--- src/efs_pkg.sv ---
// shared constants and types of the encoder fieldbus slave data block
package efs_pkg;
    // configuration byte layout and codes
    localparam int         CFG_CONS_BIT   = 7;
    localparam int         CFG_WORD_BIT   = 6;
    localparam int         CFG_DIR_MSB    = 5;
    localparam int         CFG_DIR_LSB    = 4;
    localparam logic [1:0] CFG_DIR_IN     = 2'h1;
    localparam logic [1:0] CFG_DIR_OUT    = 2'h2;
    localparam logic [7:0] CFG_IN4        = 8'hd1;
    localparam logic [7:0] CFG_IN8        = 8'hd3;
    localparam logic [7:0] CFG_OUT4       = 8'he1;

    // operating parameter byte
    localparam int         OPER_DIR_BIT   = 0;
    localparam int         OPER_EXT_BIT   = 1;
    localparam int         OPER_SCALE_BIT = 3;
    localparam int         OPER_PV_BIT    = 7;
    localparam logic [7:0] OPER_MASK      = 8'h8b;
    localparam logic [7:0] OPER_RST       = 8'h0a;

    // velocity unit codes
    localparam logic [7:0] VU_SPS         = 8'h00;
    localparam logic [7:0] VU_RPM         = 8'h01;
    localparam logic [7:0] VU_RST         = VU_SPS;

    // preset word
    localparam int         PRESET_BIT     = 31;
    localparam int         PRESET_HOLD    = 3;

    // diagnostic reply
    localparam int         DIAG_LEN       = 16;
    localparam logic [7:0] DIAG_HDR       = 8'h0a;
    localparam logic [7:0] DIAG_ALARMS    = 8'h00;
    localparam logic [3:0] DG_MASTER      = 4'h3;
    localparam logic [3:0] DG_ID_MSB      = 4'h4;
    localparam logic [3:0] DG_ID_LSB      = 4'h5;
    localparam logic [3:0] DG_HEADER      = 4'h6;
    localparam logic [3:0] DG_ALARMS      = 4'h7;
    localparam logic [3:0] DG_OPSTAT      = 4'h8;
    localparam logic [3:0] DG_TYPE        = 4'h9;
    localparam logic [3:0] DG_ST_RES      = 4'ha;
    localparam logic [3:0] DG_REVS        = 4'he;

    // register map
    localparam int         ADDR_W         = 8;
    localparam logic [7:0] REG_OPER       = 8'h00;
    localparam logic [7:0] REG_VUNIT      = 8'h04;
    localparam logic [7:0] REG_TOTRES     = 8'h08;
    localparam logic [7:0] REG_STATUS     = 8'h0c;
    localparam logic [7:0] REG_POS        = 8'h10;
    localparam logic [7:0] REG_OFFSET     = 8'h14;

    typedef enum logic [2:0] {
        ST_WAIT_CFG = 3'b001,
        ST_XCHG     = 3'b010,
        ST_FAULT    = 3'b100
    } efs_state_e;
endpackage

--- src/efs_preset_qual.sv ---
// qualifies a preset word held by the master over several exchanges
module efs_preset_qual #(
    parameter int HOLD = efs_pkg::PRESET_HOLD
) (
    input  wire logic        mclk,
    input  wire logic        reset,
    input  wire logic        enable,
    input  wire logic        strobe,
    input  wire logic [31:0] word,
    output logic             hit
);
    logic [3:0]  cnt;
    logic [31:0] last;
    logic        flag;
    logic        same;

    generate
        if (HOLD < 1 || HOLD > 14)
            $error("efs_preset_qual: HOLD out of range");
    endgenerate

    assign flag = word[efs_pkg::PRESET_BIT];
    assign same = (word == last) || (cnt == 4'h0);
    assign hit  = enable && strobe && flag && same && (cnt == 4'(HOLD - 1));

    // saturates at HOLD so a held word is applied once, not every few cycles
    always_ff @(posedge mclk)
    begin
        if (reset || !enable)
            cnt <= 4'h0;
        else if (strobe)
        begin
            if (!flag)
                cnt <= 4'h0;
            else if (!same)
                cnt <= 4'h1;
            else if (cnt != 4'(HOLD))
                cnt <= cnt + 4'h1;
        end
    end

    always_ff @(posedge mclk)
    begin
        if (reset)
            last <= 32'h0;
        else if (strobe)
            last <= word;
    end
endmodule

--- src/efs_diag_mem.sv ---
// sixteen-byte diagnostic reply, read out through a register
module efs_diag_mem #(
    parameter logic [15:0] IDENT    = 16'h0bee,  // arbitrary value
    parameter logic [7:0]  ENC_TYPE = 8'h01,
    parameter int          ST_BITS  = 16,
    parameter int          MT_BITS  = 14
) (
    input  wire logic        mclk,
    input  wire logic        reset,
    input  wire logic        rd,
    input  wire logic [3:0]  addr,
    input  wire logic [23:0] station,
    input  wire logic [7:0]  master_addr,
    input  wire logic [7:0]  op_status,
    output logic [7:0]       rdata,
    output logic             rvalid
);
    localparam logic [31:0] ST_RES = 32'h1 << ST_BITS;
    localparam logic [15:0] REVS   = 16'h1 << MT_BITS;

    generate
        if (ST_BITS < 1 || ST_BITS > 31 || MT_BITS < 0 || MT_BITS > 15)
            $error("efs_diag_mem: resolution parameters out of range");
    endgenerate

    logic [7:0] next_rdata;
    logic [1:0] lane;

    assign lane = addr[1:0] - efs_pkg::DG_ST_RES[1:0];

    always_comb
    begin
        next_rdata = 8'h00;
        if (addr < efs_pkg::DG_MASTER)
            next_rdata = station[8'(23 - 8 * addr) -: 8];
        else if (addr == efs_pkg::DG_MASTER)
            next_rdata = master_addr;
        else if (addr == efs_pkg::DG_ID_MSB)
            next_rdata = IDENT[15:8];
        else if (addr == efs_pkg::DG_ID_LSB)
            next_rdata = IDENT[7:0];
        else if (addr == efs_pkg::DG_HEADER)
            next_rdata = efs_pkg::DIAG_HDR;
        else if (addr == efs_pkg::DG_ALARMS)
            next_rdata = efs_pkg::DIAG_ALARMS;
        else if (addr == efs_pkg::DG_OPSTAT)
            next_rdata = op_status;
        else if (addr == efs_pkg::DG_TYPE)
            next_rdata = ENC_TYPE;
        else if (addr < efs_pkg::DG_REVS)
            next_rdata = ST_RES[8'(31 - 8 * lane) -: 8];
        else
            next_rdata = (addr == efs_pkg::DG_REVS) ? REVS[15:8] : REVS[7:0];
    end

    always_ff @(posedge mclk)
    begin
        if (reset)
        begin
            rdata  <= 8'h00;
            rvalid <= 1'b0;
        end
        else
        begin
            rvalid <= rd;
            if (rd)
                rdata <= next_rdata;
        end
    end
endmodule

--- src/efs_slave.sv ---
// encoder fieldbus slave data: configuration check, cyclic exchange, preset, diagnostics
// Overview of operation
// - velocity unit byte: 00 steps per second, 01 rpm, default 0, others refused
// - velocity unit only honoured in the position-velocity profile
// - config byte: bit7 consistency, bit6 word format, bits5:4 direction, bits3:0 length
// - D1h four input bytes, D3h eight input bytes, E1h four output bytes
// - position sent as 32-bit right-aligned word, most significant byte first
// - scaling enabled: position follows programmed total resolution, not hardware
// - position-velocity profile sends position then velocity, eight bytes
// - velocity word uses the currently selected unit
// - bit 31 clear leaves the preset untouched
// - bit 31 set: bits 0 to 30 are the preset value
// - preset value given to current shaft position, others offset from it
// - preset stored at once (here only on the third consecutive exchange of the same flagged word); master should preset only at standstill
// - diagnostic request answered at any time
// - sixteen diagnostic bytes: 0-5 standard, 6-15 encoder specific
// - extended diagnostic length sits in diagnostic byte 6
// - diagnostic byte order fixed, multi-byte fields most significant first
// - header byte reads 0Ah
// - alarms byte always 00h
// - operating status mirrors direction, extended profile, scaling, velocity exchange
//
// Design decisions made here: the address-and-strobe port and the register addresses.
module efs_slave #(
    parameter int          HW_BITS  = 30,
    parameter int          ST_BITS  = 16,
    parameter logic [15:0] IDENT    = 16'h0bee,  // arbitrary value
    parameter logic [7:0]  ENC_TYPE = 8'h01
) (
    input  wire logic                       mclk,
    input  wire logic                       reset,
    input  wire logic [efs_pkg::ADDR_W-1:0] addr,
    input  wire logic [31:0]                wdata,
    input  wire logic                       wr,
    input  wire logic                       rd,
    output logic      [31:0]                rdata,
    input  wire logic [HW_BITS-1:0]         phys_pos,
    input  wire logic [31:0]                vel_sps,
    input  wire logic [31:0]                vel_rpm,
    input  wire logic                       cfg_valid,
    input  wire logic [7:0]                 cfg_in_byte,
    input  wire logic [7:0]                 cfg_out_byte,
    output logic                            xchg_active,
    output logic                            cfg_fault,
    input  wire logic                       xchg_strobe,
    input  wire logic [31:0]                xchg_word,
    output logic                            in_valid,
    output logic                            in_len8,
    output logic      [31:0]                in_pos,
    output logic      [31:0]                in_vel,
    input  wire logic                       diag_rd,
    input  wire logic [3:0]                 diag_addr,
    input  wire logic [23:0]                station,
    input  wire logic [7:0]                 master_addr,
    output logic      [7:0]                 diag_byte,
    output logic                            diag_valid
);
    localparam logic [31:0] HW_TOTAL = 32'h1 << HW_BITS;
    localparam logic [31:0] HW_MAX   = HW_TOTAL - 32'h1;

    generate
        if (HW_BITS < 1 || HW_BITS > 31 || ST_BITS < 1 || ST_BITS > HW_BITS)
            $error("efs_slave: resolution parameters out of range");
    endgenerate

    efs_pkg::efs_state_e state;
    logic [7:0]  oper;
    logic [7:0]  vunit;
    logic [31:0] totres;
    logic [31:0] offset;
    logic [31:0] pdir;
    logic [31:0] scaled;
    logic [31:0] pos_cur;
    logic [31:0] res_eff;
    logic [63:0] prod;
    logic        pv;
    logic        scale_on;
    logic [7:0]  unit_eff;
    logic [7:0]  op_status;
    logic        cfg_match;
    logic        preset_hit;
    logic        xchg_take;
    logic [31:0] preset_val;
    logic [1:0]  set_run;

    // a + b folded once into [0, m); both inputs are below m
    function automatic logic [31:0] wrap_add(input logic [31:0] a, input logic [31:0] b,
                                             input logic [31:0] m);
        logic [32:0] s;
        s = {1'b0, a} + {1'b0, b};
        if (s >= {1'b0, m})
            s = s - {1'b0, m};
        return s[31:0];
    endfunction

    function automatic logic cfg_fields_ok(input logic [7:0] b, input logic [1:0] dir);
        return b[efs_pkg::CFG_CONS_BIT] && b[efs_pkg::CFG_WORD_BIT]
            && (b[efs_pkg::CFG_DIR_MSB:efs_pkg::CFG_DIR_LSB] == dir);
    endfunction

    assign pv       = oper[efs_pkg::OPER_EXT_BIT] && oper[efs_pkg::OPER_PV_BIT];
    assign scale_on = oper[efs_pkg::OPER_EXT_BIT] && oper[efs_pkg::OPER_SCALE_BIT];
    assign unit_eff = pv ? vunit : efs_pkg::VU_SPS;
    assign op_status = oper & efs_pkg::OPER_MASK;
    // a zero or oversized total resolution falls back to the hardware range
    assign res_eff  = (scale_on && totres != 32'h0 && totres <= HW_TOTAL) ? totres : HW_TOTAL;
    assign cfg_match = cfg_fields_ok(cfg_in_byte, efs_pkg::CFG_DIR_IN)
                    && cfg_fields_ok(cfg_out_byte, efs_pkg::CFG_DIR_OUT)
                    && (cfg_in_byte == (pv ? efs_pkg::CFG_IN8 : efs_pkg::CFG_IN4))
                    && (cfg_out_byte == efs_pkg::CFG_OUT4);
    assign xchg_take  = xchg_strobe && (state == efs_pkg::ST_XCHG);
    assign preset_val = {1'b0, xchg_word[30:0]};
    assign prod       = {32'h0, pdir} * {32'h0, res_eff};

    efs_preset_qual #(
        .HOLD (efs_pkg::PRESET_HOLD)
    ) u_qual (
        .mclk   (mclk),
        .reset  (reset),
        .enable (state == efs_pkg::ST_XCHG),
        .strobe (xchg_strobe),
        .word   (xchg_word),
        .hit    (preset_hit)
    );

    efs_diag_mem #(
        .IDENT    (IDENT),
        .ENC_TYPE (ENC_TYPE),
        .ST_BITS  (ST_BITS),
        .MT_BITS  (HW_BITS - ST_BITS)
    ) u_diag (
        .mclk        (mclk),
        .reset       (reset),
        .rd          (diag_rd),
        .addr        (diag_addr),
        .station     (station),
        .master_addr (master_addr),
        .op_status   (op_status),
        .rdata       (diag_byte),
        .rvalid      (diag_valid)
    );

    // register writes
    always_ff @(posedge mclk)
    begin
        if (reset)
        begin
            oper   <= efs_pkg::OPER_RST;
            vunit  <= efs_pkg::VU_RST;
            totres <= HW_TOTAL;
        end
        else if (wr)
        begin
            if (addr == efs_pkg::REG_OPER)
                oper <= wdata[7:0] & efs_pkg::OPER_MASK;
            // only codes 0 and 1 taken
            if (addr == efs_pkg::REG_VUNIT && wdata[7:0] <= efs_pkg::VU_RPM)
                vunit <= wdata[7:0];
            if (addr == efs_pkg::REG_TOTRES)
                totres <= wdata;
        end
    end

    // register reads, unmapped reads return zero
    always_ff @(posedge mclk)
    begin
        if (reset)
            rdata <= 32'h0;
        else if (rd)
        begin
            unique case (addr)
                efs_pkg::REG_OPER:   rdata <= {24'h0, oper};
                efs_pkg::REG_VUNIT:  rdata <= {24'h0, vunit};
                efs_pkg::REG_TOTRES: rdata <= totres;
                efs_pkg::REG_STATUS: rdata <= {24'h0, unit_eff[0], pv, scale_on, 2'h0, state};
                efs_pkg::REG_POS:    rdata <= pos_cur;
                efs_pkg::REG_OFFSET: rdata <= offset;
                default:             rdata <= 32'h0;
            endcase
        end
    end

    always_ff @(posedge mclk)
    begin
        if (reset)
            state <= efs_pkg::ST_WAIT_CFG;
        else if (cfg_valid)
            state <= cfg_match ? efs_pkg::ST_XCHG : efs_pkg::ST_FAULT;
    end

    always_ff @(posedge mclk)
    begin
        if (reset)
        begin
            xchg_active <= 1'b0;
            cfg_fault   <= 1'b0;
        end
        else if (cfg_valid)
        begin
            xchg_active <= cfg_match;
            cfg_fault   <= !cfg_match;
        end
    end

    // position pipeline: direction, scaling, preset offset
    always_ff @(posedge mclk)
    begin
        if (reset)
        begin
            pdir    <= 32'h0;
            scaled  <= 32'h0;
            pos_cur <= 32'h0;
        end
        else
        begin
            pdir    <= oper[efs_pkg::OPER_DIR_BIT] ? HW_MAX - 32'(phys_pos) : 32'(phys_pos);
            scaled  <= prod[HW_BITS +: 32];
            pos_cur <= wrap_add(scaled, offset, res_eff);
        end
    end

    // preset offset; preset assumed below res_eff
    // stored the same cycle
    always_ff @(posedge mclk)
    begin
        if (reset)
            offset <= 32'h0;
        else if (preset_hit)
            offset <= wrap_add(preset_val, res_eff - scaled, res_eff);
    end

    // hold check helper, independent of the qualifier's word compare
    always_ff @(posedge mclk)
    begin
        if (reset || state != efs_pkg::ST_XCHG)
            set_run <= 2'h0;
        else if (xchg_strobe && !xchg_word[efs_pkg::PRESET_BIT])
            set_run <= 2'h0;
        else if (xchg_strobe && set_run != 2'h3)
            set_run <= set_run + 2'h1;
    end

    // cyclic reply
    always_ff @(posedge mclk)
    begin
        if (reset)
        begin
            in_valid <= 1'b0;
            in_len8  <= 1'b0;
            in_pos   <= 32'h0;
            in_vel   <= 32'h0;
        end
        else
        begin
            in_valid <= xchg_take;
            if (xchg_take)
            begin
                in_len8 <= pv;
                if (preset_hit)
                    in_pos <= preset_val;
                else
                    in_pos <= pos_cur;
                if (!pv)
                    in_vel <= 32'h0;
                else
                    in_vel <= (unit_eff == efs_pkg::VU_RPM) ? vel_rpm : vel_sps;
            end
        end
    end
endmodule

--- config.mk ---
export PLATFORM = sky130hd
export DESIGN_NAME = efs_slave
export DESIGN_NICKNAME = d
export VERILOG_FILES = /design/src/efs_pkg.sv /design/src/efs_preset_qual.sv /design/src/efs_diag_mem.sv /design/src/efs_slave.sv
export SDC_FILE = /design/constraint.sdc
export NUM_CORES = 2
export LEC_CHECK = 0
export ABC_AREA = 1
export BUFFER_PORTS_ARGS = -buffer_cell sky130_fd_sc_hd__buf_4
export CORE_MARGIN = 4
export CORE_UTILIZATION = 30
export DETAILED_ROUTE_END_ITERATION = 8
export PLACE_DENSITY = 0.44
export REMOVE_ABC_BUFFERS = 1
export SLEW_MARGIN = 0
export SYNTH_ARGS = -nofsm -noshare
export SYNTH_HDL_FRONTEND = slang
export SYNTH_SLANG_ARGS = --single-unit
--- constraint.sdc ---
create_clock -name mclk -period 15.39 [get_ports mclk]
set_input_delay 1.539 -clock mclk [delete_from_list [all_inputs] [get_ports mclk]]
set_output_delay 1.539 -clock mclk [all_outputs]
set_load 0.005 [all_outputs]
---- Word level (Yosys, flattened, before mapping) ----
Cells that the tools add are included.
operators by class
  $add $sub $neg .......................... 10
  $mul .................................... 1
  divide/modulo/power cells ............... 0
  order comparisons ....................... 6
  eq/ne operators ......................... 23
  shift-type cells ........................ 2
  multiplexer cells ....................... 24
  bitwise logic cells ..................... 1
  reductions and logical operators ........ 28
operator list
  kind                     count
  $mux 32                  6
  $pmux 32 s6              1
  $sub 32x32->32           3
  $mux 8                   10
  $ge 33x32->1             2
  $mul 32x32->62           1
  $shiftx 39x9->8 const A  1
  $add 31x32->33           1
  $add 32x32->33           1
  $eq 32x32->1             1
  $le 32x31->1 const B     1
  $reduce_bool 32->1       1
  $shiftx 31x9->8          1
  $sub 30x30->31 const A   1
  $mux 30                  1
  $eq 4x3->1 const B       4
  $eq 8x4->1 const B       2
  $eq 8x5->1 const B       2
  $logic_and 1x1->1        16
  $eq 4x4->1 const B       3
  $mux 4                   3
  $eq 4x2->1 const B       2
  $eq 8x1->1 const B       1
  $eq 8x3->1 const B       1
  24 further kinds         29
storage, ports and cells
  flip-flop bits (word level) ............. 319
  latch bits .............................. 0
  bits in writable memories ............... 0
  bits in read-only memories .............. 0
  output and inout bits ................... 109
  memories kept ........................... 0

---- Longest topological paths before layout ----
  depth after elaboration ................. 12
  mapped depth ............................ 55

---- Modules after synthesis ----
From an unflattened synthesis, not the netlist that was laid out.
second synthesis, totals
  cell total of the unflattened synthesis .. 6965
  area total of the unflattened synthesis .. 52313.9 µm²
modules (own cells, without submodules)
  module           instances  cells an instance  area each (µm²)  seq. area each (µm²)
  efs_slave        1          6555               49577.5          5425.2
  efs_preset_qual  1          267                1858.0           720.7
  efs_diag_mem     1          143                878.3            180.2

---- Least setup slack after synthesis ----
No wires, ideal clock.
  kind .................................... register to register
  start point ............................. reg totres[1]
  end point ............................... reg scaled[25]
  data arrival time ....................... 7.448 ns
  required time ........................... 15.310 ns
  slack ................................... 7.862 ns
  cell stages (with the launch flop) ...... 41
  clock period less this slack ............ 7.528 ns
  cell sequence ........................... dfxtp_1 -> inv_2 -> nand2_1 -> nor2_1 -> nand2_1 -> nor2_1 -> nand2_1 -> nand2_2 -> nand2_2 -> buf_2 -> nor2_1 -> clkinv_1 -> clkbuf_1 -> nor2_1 -> fa_1 -> fa_1 -> fa_1 -> inv_1 -> [... 5 more ...] -> inv_1 -> fa_1 -> inv_1 -> fa_1 -> inv_1 -> ha_1 -> a21oi_1 -> inv_1 -> a31oi_1 -> inv_1 -> a21oi_1 -> nand2_1 -> a21oi_1 -> nand2_1 -> nand2_1 -> nand2_1 -> nand2_1 -> nor3b_1
on the way
  cells in the longest elaborated chain, start to end .. 5
  elaborated cells on any way between the ends .. 6
RTL lines
  element                                                               RTL line          source
  from (decl)                                                           efs_slave.sv:69   logic [31:0] totres;
  from (signal assigned)                                                efs_slave.sv:160  totres <= wdata;
  parallel branches: the longest is 3 deep, another holds $le 32x31->1  -
  $mux 32 *                                                             efs_slave.sv:106  assign res_eff = (scale_on && totres != 32'h0 && totres <= HW_TOTAL) ? totres : HW_TOTAL;
  $mul 32x32->62 *                                                      efs_slave.sv:113  assign prod = {32'h0, pdir} * {32'h0, res_eff};
  to (signal assigned)                                                  efs_slave.sv:217  scaled <= prod[HW_BITS +: 32];
  to (decl)                                                             efs_slave.sv:72   logic [31:0] scaled;
Every way passes the cells marked *.
A chain may end at the register's enable or synchronous reset.

---- Final worst setup path ----
  start point ............................. reg totres[25]
  end point ............................... reg offset[26]
on the way
  cells in the longest elaborated chain, start to end .. 8
  elaborated cells on any way between the ends .. 10
RTL lines
  element                                                               RTL line                          source
  parallel branches: the longest is 3 deep, another holds $le 32x31->1  -
  $mux 32 *                                                             efs_slave.sv:106
  $sub 32x32->32                                                        efs_slave.sv:229                  offset <= wrap_add(preset_val, res_eff - scaled, res_eff);
  $add 31x32->33                                                        efs_slave.sv:90                   s = {1'b0, a} + {1'b0, b};
  $sub 32x32->32 / $ge 33x32->1 (equally long branches)                 efs_slave.sv:92, efs_slave.sv:91
  $mux 32 *                                                             efs_slave.sv:91                   if (s >= {1'b0, m})
  to (signal assigned)                                                  efs_slave.sv:229
  to (decl)                                                             efs_slave.sv:70                   logic [31:0] offset;
Marked as above.

==> out/summary.txt <==
Outcome: finished clean
Initial antenna violation count: 10
Worst Path Max Fanout: 33
Mean post-synth cell area: 7.53 um^2
Worst Max-Slew Pin Slew: 1.18 ns
Startpoint-to-endpoint class of the critical path: flop to flop
Startpoint type of the worst setup path: flop
Wire length of the first global-routing pass: 325 mm
Max-capacitance violation count: 0
Synth-to-Final Area Change: 13.3%
Number of design-rule violations left by the first detailed-router iteration: 3288
First-pass DRT Iterations: 5
Most frequently used flop master after synthesis: dfxtp_1
FMAX: 103 MHz
Number of warnings issued by yosys: 0
Number of library cell types mapped by synthesis: 59
Post-synthesis register bit count: 316
Endpoint type of the worst setup path: flop
Synth Area in Adders: 42.5%
RSZ-0062 raised after global routing: false
Finish-stage setup viols: 0
Max-slew violation total from the final report: 0
Post-Syn Area: 0.0520 mm^2
Count of instances resized after the clock tree is built: 0
Delay contributed by the slowest stage of the critical path: 0.45 ns
Worst EP arrival: 10.20 ns
Pin count of the biggest net entering global routing: 83
TNS Setup: 0 ns
Lkg Pwr: 27.9 nW
Period minus WS final: 9.67 ns
Vias in the first global route: 48595
Clock tree sinks: 316
Worst hold path type: flop to flop
Async set or reset register ratio after synthesis: 0%
Dominant combinational cell family by area after synthesis: adder cells
Total power density per cell area: 66.4 mW/mm^2
Proportion of synthesized chip area in sequential cells: 12.2%
Final standard cell count with taps included and fillers excluded: 9516
Maximum buffer depth of the clock tree: 3
Clk Tree Root Cell: clkbuf_16
Clock insertion delay at the later pin of the skew report: 0.61 ns
CTS tree: done
Largest clock skew in the final design: 0.0212 ns
Clock Pin Slew Worst Setup and Hold Paths: 0.07 ns
Vias after detailed routing: 47319
Wirelength, routed: 222 mm
Total overflow reported by the global router: 0
Number of buffers created by CTS: 42
Core ar.: 0.172 mm^2
Post-synth EDFFs: 0
Average wire length per cell after detail routing: 23.3 um
Net count, final: 8658
Post-Synth XOR/XNOR Area: 3.42%
Site Rows: 152
Drt drc: 0
Required arrival time at the worst endpoint: 15.92 ns
IO buf count: 333
Post-placement cell count: 9437
Boundary pin count: 334
Portion of netlist area occupied by mux cells: 0%
Total die area: 0.180 mm^2
Worst slew slack as a fraction of its limit: 21.1%
IR drop worst, VDD: 0.0785 mV
Depth of the CTS H-tree: 2
Post-CTS setup buffer count: 0
Synthesized instance count: 6903
Global-route usage over all layers: 24.3%
Slowest library cell on the worst path: o211ai_1
Share of cells above drive strength 1: 8.59%
Core occupancy in the finished layout: 34.2%
Complex-gate fraction of the synthesized area: 11.4%
Post-DRT Antenna Nets: 0
Part of the cycle the worst path needs: 62.8%
Hold-fix buffer count after cts: 0
Synthesized-area fraction occupied by and/or/nand/nor cells: 19.0%
Die H: 424 um
Die X-Extent: 424 um
Final Hold Viols: 0
Initial core utilization: 30.2%
DP Wirelength: 182 mm
Most repeated library cell on the critical path: nand2_1
Detailed-route vias per instance: 4.97
Final weighted congestion in routability-driven placement: 0.977
[power by group]
group / internal (mW) / switching (mW)
registers: 0.860 / 0.0520
clock network: 0.618 / 0.445
logic: 0.662 / 1.27
[cells by family (layout without fill, tap and decap cells)]
| family | Yosys count | count (layout) |
|---|---|---|
| other | 2 | 35 |
| XOR/XNOR | 203 | 203 |
| flip-flops | 316 | 316 |
| buffers and inverters | 1574 | 1844 |
| adder cells (fa/ha/maj) | 1262 | 1262 |
| AND/OR/NAND/NOR | 2474 | 2474 |
| AO/OA/AOI/OAI | 1072 | 1072 |
[sequential cells by signal (all words and copies together), names as in the netlist]
| signal | count |
|---|---|
| u_qual.cnt | 4 |
| totres | 32 |
| in_vel | 32 |
| vunit | 8 |
| u_diag.rvalid | 1 |
| scaled | 32 |
| oper | 4 |
| state | 3 |
| pdir | 30 |
| u_qual.last | 32 |
| offset | 32 |
| u_diag.rdata | 8 |
| in_len8 | 1 |
| rdata | 32 |
| pos_cur | 32 |
| in_valid | 1 |
| in_pos | 32 |
[stage by stage]
stage	power, mW	setup WS, ns	instance area, um^2	hold WS (ns)
finish	3.91	5.72	58900	0.465
global placement	2.85	5.77	57400	0.454
CTS	3.92	5.75	58900	0.465
detailed placement	2.83	5.84	57400	0.456
global route	4.17	5.02	58900	0.482
floorplan	2.17	7.53	51000	0.437
[final timing paths]
kind	start	to	slack, ns	depth (start not counted)
min	in_vel[14]	in_vel[14]	0.47	2
min reg2reg	in_vel[14]	in_vel[14]	0.47	2
max reg2reg	totres[25]	offset[26]	5.72	50
max	totres[25]	offset[26]	5.72	50
[Yosys cell counts, drive strengths merged, types with 11 or more instances]
cell,instances,area [um^2]
a21o,21,158
a21oi,538,2700
a221oi,11,96.3
a31oi,30,188
buf,41,200
clkbuf,225,847
clkinv,21,78.8
dfxtp,316,6330
fa,840,16800
ha,422,5280
inv,1287,4830
nand2,1158,4380
nand3,161,811
nand3b,22,165
nand4,29,188
nor2,1014,3820
nor3,45,235
nor4,17,106
o211ai,44,330
o21a,24,180
o21ai,334,1680
o221ai,19,166
or2,21,131
xnor2,107,937
xor2,96,841
[metal layers]
metal  routed length, um  global-route usage (%)  up-vias  part of all wire [%]
met2              103000                    40.5     1506                    46
met3               13000                    3.23      221                   5.9
met4                6830                    6.74        0                   3.1
met5                   0                       0        -                     0
met1               98800                    32.9    23779                    45
li1                    -                       -    21813                     -
[final cells by class]
class	instances	area [um^2]
Inverter	1308	4910
Timing Repair Buffer	460	3460
Fill cell	18639	113000
Clock inverter	19	240
Clock buffer	57	1200
Sequential cell	316	6330
Multi-Input combinational cell	5043	39800
Antenna cell	3	7.51
Tap cell	2310	2890
[worst max-delay path: cells and delay by family, from the launching register on]
family,cells,cell delay (ns)
and+or+nand+nor,32,4.46
AOI/OAI and AO/OA,8,1.79
adders and majority gates,4,1.46
buffers and inverters,4,0.97
xor gates and xnor gates,2,0.54
DFF,1,0.32
[layout by cell type, fill, tap and decap left out, types with 160 or more instances in the layout]
cell type / instances
a21oi_1: 537
buf_4: 459
dfxtp_1: 313
fa_1: 840
ha_1: 422
inv_1: 1261
nand2_1: 1148
nand3_1: 160
nor2_1: 998
o21ai_0: 277
No activity file was read; power rests on OpenSTA's default activity.
